`config.mk`:
```
export PLATFORM = sky130hd
export DESIGN_NAME = fpc_top
export DESIGN_NICKNAME = d
export VERILOG_FILES = /design/src/rtl/fpc_pkg.sv /design/src/rtl/fpc_top.sv
export VERILOG_INCLUDE_DIRS = /design/src /design/src/rtl
export SDC_FILE = /design/constraint.sdc
export NUM_CORES = 1
export LEC_CHECK = 0
export BUFFER_PORTS_ARGS = -buffer_cell sky130_fd_sc_hd__clkbuf_2
export CORE_AREA = 5 5 115 85
export CTS_CLUSTER_DIAMETER = 150
export CTS_CLUSTER_SIZE = 14
export DETAILED_ROUTE_END_ITERATION = 8
export DIE_AREA = 0 0 120 90
export PLACE_DENSITY_LB_ADDON = 0.08
export SLEW_MARGIN = 40
export SYNTH_ARGS = -nofsm -noshare
export SYNTH_HDL_FRONTEND = slang
export SYNTH_SLANG_ARGS = --single-unit
```
`constraint.sdc`:
```
create_clock -name sys_clk -period 4.8 [get_ports sys_clk]
set_clock_uncertainty 0.2 [all_clocks]
set_input_delay 0.48 -clock sys_clk [delete_from_list [all_inputs] [get_ports sys_clk]]
set_output_delay 0.48 -clock sys_clk [all_outputs]
set_load 0.02 [all_outputs]
```
`src/rtl/fpc_cfg.svh`:
```
// constants of the flash protect and read configuration block
`ifndef FPC_CFG_SVH
`define FPC_CFG_SVH
`define FPC_OP_SET_RP_NV 8'h65
`define FPC_OP_SET_RP_V0 8'hc0
`define FPC_OP_SET_RP_V1 8'h63
`define FPC_OP_WR_FUNC 8'h42
`define FPC_OP_RD_FUNC 8'h48
`define FPC_OP_RD_RP 8'h61
`define FPC_OP_SUSPEND 8'h75
`define FPC_OP_RESUME 8'h7a
`define FPC_FR_PROG_SUSP_BIT 2
`define FPC_FR_ERASE_SUSP_BIT 3
`define FPC_FR_LOCK_LSB 4
`define FPC_FR_RESET 8'h00
`define FPC_RP_RESET 8'h00
`define FPC_RP_PIN_BIT 7
`define FPC_RP_DUMMY_MSB 6
`define FPC_RP_DUMMY_LSB 3
`define FPC_RP_WRAP_BIT 2
`define FPC_RP_BURST_MSB 1
`define FPC_PC_NONE_LO 4'h0
`define FPC_PC_NONE_HI 4'hf
`define FPC_PC_TOP_FIRST 4'h1
`define FPC_PC_TOP_LAST 4'h4
`define FPC_PC_BOT_FIRST 4'hb
`define FPC_PC_BOT_LAST 4'he
`define FPC_BURST_MIN 7'h08
`endif

```
`src/rtl/fpc_pkg.sv`:
```
// types of the flash protect and read configuration block
`default_nettype none
package fpc_pkg;
  typedef enum logic [1:0] {
    FPC_IDLE = 2'b00,
    FPC_OPCODE = 2'b01,
    FPC_PAYLOAD = 2'b11,
    FPC_IGNORE = 2'b10
  } fpc_state_t;
endpackage
`default_nettype wire

```
`src/rtl/fpc_top.sv`:
```
// protection decode, function register and read parameter pair behind a serial port
`include "fpc_cfg.svh"
`default_nettype none
module fpc_top #(
  parameter int NUM_BLOCKS = 16
) (
  input wire logic sys_clk,
  input wire logic rst,
  input wire logic sck,
  input wire logic cs_n,
  input wire logic mosi,
  output logic miso,
  output logic miso_oe,
  input wire logic write_enable_latch,
  input wire logic quad_enable,
  input wire logic four_lane_command_mode,
  input wire logic program_busy,
  input wire logic erase_busy,
  input wire logic protect_code_bit3,
  input wire logic protect_code_bit2,
  input wire logic protect_code_bit1,
  input wire logic protect_code_bit0,
  input wire logic op_req,
  input wire logic op_is_info_row,
  input wire logic [$clog2(NUM_BLOCKS)-1:0] target_block,
  input wire logic [1:0] target_row,
  output logic op_inhibit,
  output logic [NUM_BLOCKS-1:0] protect_mask,
  output logic [7:0] suspend_and_row_lock,
  output logic [7:0] read_parameters,
  output logic [7:0] read_parameters_persistent,
  output logic pin_is_reset,
  output logic pin_is_data_lane3,
  output logic [3:0] dummy_count,
  output logic dummy_use_default,
  output logic wrap_enable,
  output logic [6:0] burst_bytes
);
  import fpc_pkg::*;

  localparam int HALF = NUM_BLOCKS / 2;

  // pins come from the host clock domain
  logic sck_s1_r, sck_s2_r, sck_s3_r, cs_s1_r, cs_s2_r, mosi_s1_r, mosi_s2_r;
  fpc_state_t state_r, state_nxt;
  logic [2:0] bit_cnt_r;
  logic [7:0] rx_r, opc_r, tx_r;
  logic tx_armed_r, rd_cmd_r;
  logic [7:0] nv_r, vol_r;
  logic powerup_load_r;
  logic program_suspended_flag_r, erase_suspended_flag_r;
  logic [3:0] lock_r;
  logic miso_r, miso_oe_r, inhibit_r;
  logic [NUM_BLOCKS-1:0] mask_r;

  always_ff @(posedge sys_clk) begin
    if (rst) begin
      sck_s1_r <= 1'b0;
      sck_s2_r <= 1'b0;
      sck_s3_r <= 1'b0;
      cs_s1_r <= 1'b1;
      cs_s2_r <= 1'b1;
      mosi_s1_r <= 1'b0;
      mosi_s2_r <= 1'b0;
    end else begin
      sck_s1_r <= sck;
      sck_s2_r <= sck_s1_r;
      sck_s3_r <= sck_s2_r;
      cs_s1_r <= cs_n;
      cs_s2_r <= cs_s1_r;
      mosi_s1_r <= mosi;
      mosi_s2_r <= mosi_s1_r;
    end
  end

  // edges found only on the second and third stages
  wire sck_rise = sck_s2_r & ~sck_s3_r;
  wire sck_fall = ~sck_s2_r & sck_s3_r;
  wire selected = ~cs_s2_r;
  wire byte_done = selected & sck_rise & (bit_cnt_r == 3'h7);
  wire [7:0] byte_in = {rx_r[6:0], mosi_s2_r};
  wire opc_done = byte_done & (state_r == FPC_OPCODE);
  wire pay_done = byte_done & (state_r == FPC_PAYLOAD);

  wire is_wr_nv = byte_in == `FPC_OP_SET_RP_NV;
  wire is_wr_v = (byte_in == `FPC_OP_SET_RP_V0) | (byte_in == `FPC_OP_SET_RP_V1);
  wire is_wr_fr = byte_in == `FPC_OP_WR_FUNC;
  wire is_rd_fr = byte_in == `FPC_OP_RD_FUNC;
  wire is_rd_rp = byte_in == `FPC_OP_RD_RP;
  wire is_susp = byte_in == `FPC_OP_SUSPEND;
  wire is_resume = byte_in == `FPC_OP_RESUME;
  wire has_payload = is_wr_nv | is_wr_v | is_wr_fr | is_rd_fr | is_rd_rp;

  // persistent writes depend on the host having sent write enable first
  // write enable gate
  wire nv_wr = pay_done & (opc_r == `FPC_OP_SET_RP_NV) & write_enable_latch;
  wire v_wr = pay_done & ((opc_r == `FPC_OP_SET_RP_V0) | (opc_r == `FPC_OP_SET_RP_V1));
  wire fr_wr = pay_done & (opc_r == `FPC_OP_WR_FUNC) & write_enable_latch;

  wire [7:0] fr_value = {lock_r, erase_suspended_flag_r, program_suspended_flag_r, 2'b00};
  wire [7:0] rd_value = is_rd_fr ? fr_value : vol_r;

  always_comb begin
    state_nxt = state_r;
    case (state_r)
      FPC_IDLE: begin
        if (selected) begin
          state_nxt = FPC_OPCODE;
        end
      end
      FPC_OPCODE: begin
        if (opc_done) begin
          state_nxt = has_payload ? FPC_PAYLOAD : FPC_IGNORE;
        end
      end
      FPC_PAYLOAD: begin
        if (pay_done && !rd_cmd_r) begin
          state_nxt = FPC_IGNORE;
        end
      end
      default: state_nxt = FPC_IGNORE;
    endcase
    if (!selected) begin
      state_nxt = FPC_IDLE;
    end
  end

  always_ff @(posedge sys_clk) begin
    if (rst) begin
      state_r <= FPC_IDLE;
      bit_cnt_r <= 3'h0;
      rx_r <= 8'h00;
      opc_r <= 8'h00;
    end else begin
      state_r <= state_nxt;
      if (!selected) begin
        bit_cnt_r <= 3'h0;
      end else if (sck_rise) begin
        bit_cnt_r <= bit_cnt_r + 3'h1;
        rx_r <= byte_in;
      end
      if (opc_done) begin
        opc_r <= byte_in;
      end
    end
  end

  // read data: first bit shows before the first payload rise, repeats per byte
  always_ff @(posedge sys_clk) begin
    if (rst) begin
      tx_r <= 8'h00;
      tx_armed_r <= 1'b0;
      rd_cmd_r <= 1'b0;
    end else if (!selected) begin
      tx_armed_r <= 1'b0;
      rd_cmd_r <= 1'b0;
    end else if (opc_done) begin
      tx_r <= rd_value;
      rd_cmd_r <= is_rd_fr | is_rd_rp;
      tx_armed_r <= 1'b0;
    end else if (pay_done && rd_cmd_r) begin
      tx_r <= (opc_r == `FPC_OP_RD_FUNC) ? fr_value : vol_r;
      tx_armed_r <= 1'b0;
    end else if (state_r == FPC_PAYLOAD && sck_rise) begin
      tx_armed_r <= 1'b1;
    end else if (sck_fall && tx_armed_r) begin
      tx_r <= {tx_r[6:0], 1'b0};
    end
  end

  // read parameter pair; reset stands in for power-up
  always_ff @(posedge sys_clk) begin
    if (rst) begin
      nv_r <= `FPC_RP_RESET;
      vol_r <= `FPC_RP_RESET;
      powerup_load_r <= 1'b1;
    end else begin
      powerup_load_r <= 1'b0;
      if (nv_wr) begin
        nv_r <= byte_in;
      end
      if (powerup_load_r) begin
        vol_r <= nv_r;
      end else if (v_wr) begin
        vol_r <= byte_in;
      end
    end
  end

  // function register
  always_ff @(posedge sys_clk) begin
    if (rst) begin
      program_suspended_flag_r <= 1'(`FPC_FR_RESET >> `FPC_FR_PROG_SUSP_BIT);
      erase_suspended_flag_r <= 1'(`FPC_FR_RESET >> `FPC_FR_ERASE_SUSP_BIT);
      lock_r <= 4'(`FPC_FR_RESET >> `FPC_FR_LOCK_LSB);
    end else begin
      if (opc_done && is_susp && program_busy) begin
        program_suspended_flag_r <= 1'b1;
      end else if (opc_done && is_resume) begin
        program_suspended_flag_r <= 1'b0;
      end
      if (opc_done && is_susp && erase_busy) begin
        erase_suspended_flag_r <= 1'b1;
      end else if (opc_done && is_resume) begin
        erase_suspended_flag_r <= 1'b0;
      end
      if (fr_wr) begin
        lock_r <= lock_r | byte_in[7:`FPC_FR_LOCK_LSB];
      end
    end
  end

  // protected range decode
  wire [3:0] pcode = {protect_code_bit3, protect_code_bit2, protect_code_bit1, protect_code_bit0};
  wire none_sel = (pcode == `FPC_PC_NONE_LO) | (pcode == `FPC_PC_NONE_HI);
  wire top_sel = (pcode >= `FPC_PC_TOP_FIRST) & (pcode <= `FPC_PC_TOP_LAST);
  wire bot_sel = (pcode >= `FPC_PC_BOT_FIRST) & (pcode <= `FPC_PC_BOT_LAST);
  wire [1:0] top_sh = 2'(pcode - `FPC_PC_TOP_FIRST);
  wire [1:0] bot_sh = 2'(`FPC_PC_BOT_LAST - pcode);
  wire [4:0] n_blk = top_sel ? (5'h01 << top_sh) : (5'h01 << bot_sh);
  wire all_sel = ~none_sel & (~(top_sel | bot_sel) | (int'(n_blk) > HALF));
  wire [NUM_BLOCKS-1:0] mask_nxt;

  genvar gb;
  generate
    for (gb = 0; gb < NUM_BLOCKS; gb++) begin : g_blk
      // top ranges end at last block
      // bottom ranges start at block 0
      assign mask_nxt[gb] = all_sel | (top_sel & (gb >= NUM_BLOCKS - int'(n_blk)))
                            | (bot_sel & (gb < int'(n_blk)));
    end
  endgenerate

  wire inhibit_nxt = op_req & (op_is_info_row ? lock_r[target_row] : mask_nxt[target_block]);

  always_ff @(posedge sys_clk) begin
    if (rst) begin
      mask_r <= '0;
      inhibit_r <= 1'b0;
      miso_r <= 1'b0;
      miso_oe_r <= 1'b0;
    end else begin
      mask_r <= mask_nxt;
      inhibit_r <= inhibit_nxt;
      miso_r <= tx_r[7];
      miso_oe_r <= selected & rd_cmd_r & (state_r == FPC_PAYLOAD);
    end
  end

  // decoded read parameters, registered to keep outputs on flops
  wire qmode = quad_enable | four_lane_command_mode;
  logic pin_rst_r, lane3_r, wrap_r, dflt_r;
  logic [3:0] dummy_r;
  logic [6:0] burst_r;
  always_ff @(posedge sys_clk) begin
    if (rst) begin
      pin_rst_r <= 1'b0;
      lane3_r <= 1'b0;
      dummy_r <= 4'h0;
      dflt_r <= 1'b1;
      wrap_r <= 1'b0;
      burst_r <= `FPC_BURST_MIN;
    end else begin
      pin_rst_r <= ~qmode & vol_r[`FPC_RP_PIN_BIT];
      lane3_r <= qmode;
      dummy_r <= vol_r[`FPC_RP_DUMMY_MSB:`FPC_RP_DUMMY_LSB];
      dflt_r <= vol_r[`FPC_RP_DUMMY_MSB:`FPC_RP_DUMMY_LSB] == 4'h0;
      wrap_r <= vol_r[`FPC_RP_WRAP_BIT];
      burst_r <= `FPC_BURST_MIN << vol_r[`FPC_RP_BURST_MSB:0];
    end
  end

  assign suspend_and_row_lock = fr_value;
  assign read_parameters = vol_r;
  assign read_parameters_persistent = nv_r;
  assign protect_mask = mask_r;
  assign op_inhibit = inhibit_r;
  assign miso = miso_r;
  assign miso_oe = miso_oe_r;
  assign pin_is_reset = pin_rst_r;
  assign pin_is_data_lane3 = lane3_r;
  assign dummy_count = dummy_r;
  assign dummy_use_default = dflt_r;
  assign wrap_enable = wrap_r;
  assign burst_bytes = burst_r;
endmodule
`default_nettype wire

```
======== Word level (Yosys, flattened, before mapping) ========
Cells that the tools add are included.
cells by class
  magnitude comparators ................... 39
  shift operators ......................... 3
  eq/ne operators ......................... 20
  bitwise logic cells ..................... 100
  reduce and logical (&&, ||, !) cells .... 21
  $add $sub $neg .......................... 4
  multiplexer cells ....................... 22
operators by type and width
  operator               number
  $eq A8 B7 Y1 const B   11
  $mux W8                8
  $and A1 B1 Y1          50
  $ge A5 B6 Y1 const A   8
  $or A1 B1 Y1           43
  $lt A4 B5 Y1 const A   8
  $ge A4 B6 Y1 const A   4
  $lt A3 B5 Y1 const A   4
  $eq A8 B8 Y1 const B   2
  $ge A3 B6 Y1 const A   2
  $lt A1 B5 Y1 const A   2
  $lt A2 B5 Y1 const A   2
  $shl A1 B2 Y5 const A  2
  $logic_and A1 B1 Y1    8
  $logic_not A4 Y1       2
  $mux W1                8
  $shl A4 B2 Y7 const A  1
  $ge A1 B6 Y1 const A   1
  $ge A2 B6 Y1 const A   1
  $not A1 Y1             6
  $pmux W2 S3            1
  $reduce_bool A2 Y1     3
  $sub A5 B5 Y6 const A  1
  $gt A5 B4 Y1 const B   1
  other kinds (28)       30
storage, ports and cells
  input port bits ......................... 22
  flip-flop bits (word level) ............. 94
  output and inout bits ................... 58
  logic and storage cells ................. 239

======== Depth between registers and ports, before layout ========
  word-level depth ........................ 12
  gate-level depth with buffers ........... 13
  depth with buffers taken out ............ 12

======== Least setup slack after synthesis ========
Ideal clock, no wire load.
  path type ............................... input -> register
  start point ............................. input port protect_code_bit0
  end point ............................... register inhibit_r (netlist: op_inhibit)
  library setup time ...................... 0.141 ns
  data required time ...................... 4.459 ns
  data arrival time ....................... 2.832 ns
  stages .................................. 11
  buffers on the path ..................... 1
  slack ................................... 1.627 ns
  cell sequence ........................... clkbuf_1 > inv_1 > ha_1 > or3b_2 > a31oi_4 > o21ai_0 > ha_1 > o211a_1 > a22o_1 > o311ai_0 > a311oi_1
on the way
  longest elaborated chain between the ends .. 12
  elaborated cells between the ends (all ways) .. 121
  those cells by class .................... add/sub: 3; order compare: 37; eq/ne: 1; shift: 2; mux: 4; bitwise: 73; reduce/logical: 1
ends and longest elaborated chain
  what                                                   RTL line                        source
  from (decl)                                            fpc_top.sv:22                   input wire logic protect_code_bit0,
  $ge A4 B1 Y1 (no source line) (tied with other cells)  n/a
  $and A1 B1 Y1 (tied with other cells)                  fpc_top.sv:216                  wire top_sel = (pcode >= `FPC_PC_TOP_FIRST) & (pcode <= `FPC_PC_TOP_LAST);
  $mux W5 or $or A1 B1 Y1 (tied branches)                fpc_top.sv:220, fpc_top.sv:221
  $sub A5 B5 Y6 (tied with other cells)                  fpc_top.sv:229                  assign mask_nxt[gb] = all_sel | (top_sel & (gb >= NUM_BLOCKS - int'(n_blk)))
  $ge A1 B6 Y1 (tied with other cells)                   fpc_top.sv:229
  $and A1 B1 Y1 (on tied branches)                       fpc_top.sv:229, fpc_top.sv:221
  $or A1 B1 Y1                                           fpc_top.sv:229
  $or A1 B1 Y1                                           fpc_top.sv:230                  | (bot_sel & (gb < int'(n_blk)));
  $bmux W1 S4 (*)                                        fpc_top.sv:234                  wire inhibit_nxt = op_req & (op_is_info_row ? lock_r[target_row] : mask_nxt[target_block]);
  $mux W1 (implied by the code) (*)                      fpc_top.sv:234
  $mux W1 (*)                                            fpc_top.sv:234
  $and A1 B1 Y1 (*)                                      fpc_top.sv:234
  to (signal assigned)                                   fpc_top.sv:244                  inhibit_r <= inhibit_nxt;
  to (decl)                                              fpc_top.sv:53                   logic miso_r, miso_oe_r, inhibit_r;
Every way passes the cells marked *; elsewhere a longest branch is shown, timed or not. The select of a mux whose other input is x is not followed.
A chain may end at the register's enable or synchronous reset.

======== Worst setup path in the final report ========
Same ends and word-level chain as after synthesis.

==> flow_metrics.env <==
export IMPL_powerDensity_nw_per_um2=345
export IMPL_syn2layout_area_growth_pct=16.4
export IMPL_ys_ff_latch=90
export IMPL_drv_cap=0
export IMPL_first_iter_violations=180
export IMPL_vias=3240
export IMPL_endpoint="op_inhibit"
export IMPL_cts_buffers=9
export IMPL_grt_start_max_net_pins=43
export IMPL_cts_setup_buffers=0
export IMPL_yosysTopAreaCell="dfxtp_1"
export IMPL_ff2ff_setup_slack_ns=1.94
export IMPL_finalHoldViolations=0
export IMPL_clock_root_buffer="clkbuf_16"
export IMPL_worstSetupEndpointType="flip-flop"
export IMPL_grt_use_total=0.193
export IMPL_antennaDiodeCount=0
export IMPL_dpl_cell_area_sq_um=4400
export IMPL_io_pins=80
export IMPL_fin_nets=517
export IMPL_cts_tree="yes"
export IMPL_crit_path_start_kind="primary input"
export IMPL_dr_pass1_iters=5
export IMPL_viasPerCell=5.40
export IMPL_leakage_nw=2.10
export IMPL_critPathMaxStageDelay_ns=0.56
export IMPL_clock_sinks=90
export IMPL_critPathKind="primary input to flip-flop"
export IMPL_regToRegEndpoint="tx_r[6]"
export IMPL_place_ws_ns=1.18
export IMPL_fmax_mhz=303
export IMPL_ys_types=62
export IMPL_timing_setup_tns_ns=0
export IMPL_critPathLaunch="protect_code_bit0"
export IMPL_tightest_slew_ns=0.731
export IMPL_die_w_microns=120
export IMPL_hold_buffers=0
export IMPL_ir_drop_mv=0.195
export IMPL_crit_arrival_ns=3.29
export IMPL_r2r_start="bit_cnt_r[0]"
export IMPL_hp_class="primary input to flip-flop"
export IMPL_status="finished, final reports clean"
export IMPL_dp_hpwl_microns=7570
export IMPL_coreArea_sq_um=8670
export IMPL_crit_top_cell="ha_1"
export IMPL_path_cells="clkbuf_2 > inv_1 > ha_1 > nor3b_1 > nor4_1 > o21ai_0 > ha_1 > o211a_1 > a22o_1 > o311ai_0 > a311oi_1"
export IMPL_fin_area_sq_um=4710
export IMPL_rsz0062_at_grt="no"
export IMPL_synthCells=433
export IMPL_netlist_area_leader_share=0.445
export IMPL_synth_warnings=0
export IMPL_ctsResizeCount=0
export IMPL_drive_gt1_frac=0.244
export IMPL_hp_start="cs_n"
export IMPL_slew_headroom=0.511
export IMPL_whs_path_depth=2
export IMPL_gr_total_overflow=0
export IMPL_wl_microns=10200
export IMPL_crit_required_ns=4.79
export IMPL_async_reset_ff_frac=0
export IMPL_drc_errors=0
export IMPL_ant_nets=0
export IMPL_synth_area_leaders="dfxtp_1 45%, mux2i_1 8.2%, nor2_1 6.6%, mux2_2 3.9%, ha_1 2.5%"
export IMPL_utilization=0.543
export IMPL_antenna_found_initial=0
export IMPL_reg2regPathDepth=7
export IMPL_maxSlewViolCount=0
export IMPL_crit_path_max_fanout=10
export IMPL_synthFlopType="dfxtp_1"
export IMPL_clockBufferDepth=2
export IMPL_syn_area_per_cell_sq_um=9.34
export IMPL_start_util=0.467
export IMPL_htreeDepth=3
export IMPL_wl_per_cell_microns=17.1
export IMPL_grt_pass1_vias=3012
export IMPL_syn_area_sq_um=4050
export IMPL_grt_pass1_wl_microns=16500
export IMPL_ys_seq_area_frac=0.445
export IMPL_clk_pin_slew_ns=0.06
export IMPL_dieArea_sq_um=10800
export IMPL_min_period_ns=3.30
export IMPL_finalCritPeriodShare=0.688
export IMPL_io_buffers=74
export IMPL_synth_edf_count=0
export IMPL_rows=29
export IMPL_cp_slowest_cell="nor4_1"
export IMPL_dieHeight_microns=90
export IMPL_place_congestion=0.877
export IMPL_hold_ws_ns=0.126
export IMPL_finalSetupViolations=0
export IMPL_clk_latency_ns=0.33
export IMPL_fin_ws_ns=1.50
cell type report:
| cell class | instances | area [sq um] |
|---|---|---|
| multi-input combinational | 300 | 2040 |
| inverter | 11 | 41.3 |
| clock inverter | 5 | 61.3 |
| timing repair buffer | 75 | 378 |
| fill | 828 | 3960 |
| clock buffer | 11 | 253 |
| sequential | 90 | 1800 |
| tap | 108 | 135 |
registers in the layout (all words and copies together), names as in the netlist, 4 cells and up:
| register | count |
|---|---|
| protect_mask | 15 |
| opc_r | 8 |
| read_parameters | 8 |
| read_parameters_persistent | 8 |
| tx_r | 8 |
| rx_r | 7 |
| burst_bytes | 4 |
| dummy_count | 4 |
| lock_r | 4 |
worst min-delay path by stage:
stage,to,slack [ns]
global route,cs_s1_r,0.11
global placement,cs_s2_r,0.20
finish,cs_s1_r,0.13
CTS,cs_s1_r,0.11
floorplan,cs_s2_r,0.19
detailed placement,cs_s2_r,0.20
cells by family after synthesis:
kind of cell,after synthesis,share of synthesized area
other,1,0.000927
and+or+nand+nor,167,0.217
muxes,49,0.132
adders and majority gates,8,0.0247
xor gates and xnor gates,2,0.00433
AOI/OAI and AO/OA,69,0.120
buffers and inverters,47,0.0557
DFF,90,0.445
power by group:
group          switching, mW  total, mW  leakage, nW  internal (mW)
Combinational         0.0889      0.135         1.21         0.0457
Sequential           0.00831      0.771        0.731          0.763
Clock                  0.283      0.717        0.156          0.434
Yosys cell counts (8+ instances only):
master and instances:
buf_4 9, nand2_1 17, o21ai_0 11, mux2i_1 33, mux2_2 14, clkbuf_1 18, a21oi_1 18, nor2b_1 15
ha_1 8, dfxtp_1 90, inv_1 11, nand3_1 13, nor2_1 71
metal layers:
| layer | up-vias | GRT usage | wire length (microns) |
|---|---|---|---|
| li1 | 1616 | - | - |
| met1 | 1526 | 0.301 | 5570 |
| met2 | 91 | 0.262 | 4080 |
| met3 | 7 | 0.0496 | 528 |
| met4 | 0 | 0.0458 | 60 |
| met5 | - | 0 | 0 |
cell usage in the layout (no fill, tap or decap), types with 3 or more instances in the layout:
| cell type | instances |
|---|---|
| a21oi_1 | 17 |
| a31oi_1 | 5 |
| and2_1 | 3 |
| and3_1 | 6 |
| clkbuf_16 | 9 |
| clkbuf_2 | 74 |
| conb_1 | 5 |
| dfxtp_1 | 90 |
| ha_1 | 8 |
| inv_1 | 11 |
| mux2_2 | 14 |
| mux2i_1 | 33 |
| nand2_1 | 17 |
| nand2b_1 | 7 |
| nand3_1 | 13 |
| nor2_1 | 71 |
| nor2b_1 | 14 |
| nor3_1 | 6 |
| nor3b_1 | 4 |
| nor4_1 | 3 |
| o211ai_1 | 4 |
| o21ai_0 | 11 |
| o21bai_1 | 3 |
| o32ai_1 | 6 |
| or2_2 | 3 |
through the flow:
stage,power (mW),cells
final,1.62,600
after global routing,1.69,600
after CTS,1.64,600
after detailed placement,0.922,584
after global placement,0.923,584
after floorplan,0.880,437
worst max-delay path: cells and delay by family:
family	cells	cell delay (ns)
and+or+nand+nor	2	0.71
AOI/OAI and AO/OA	5	1.25
adders and majority gates	2	0.50
buffers and inverters	2	0.33
No activity file was read; power rests on OpenSTA's default activity.
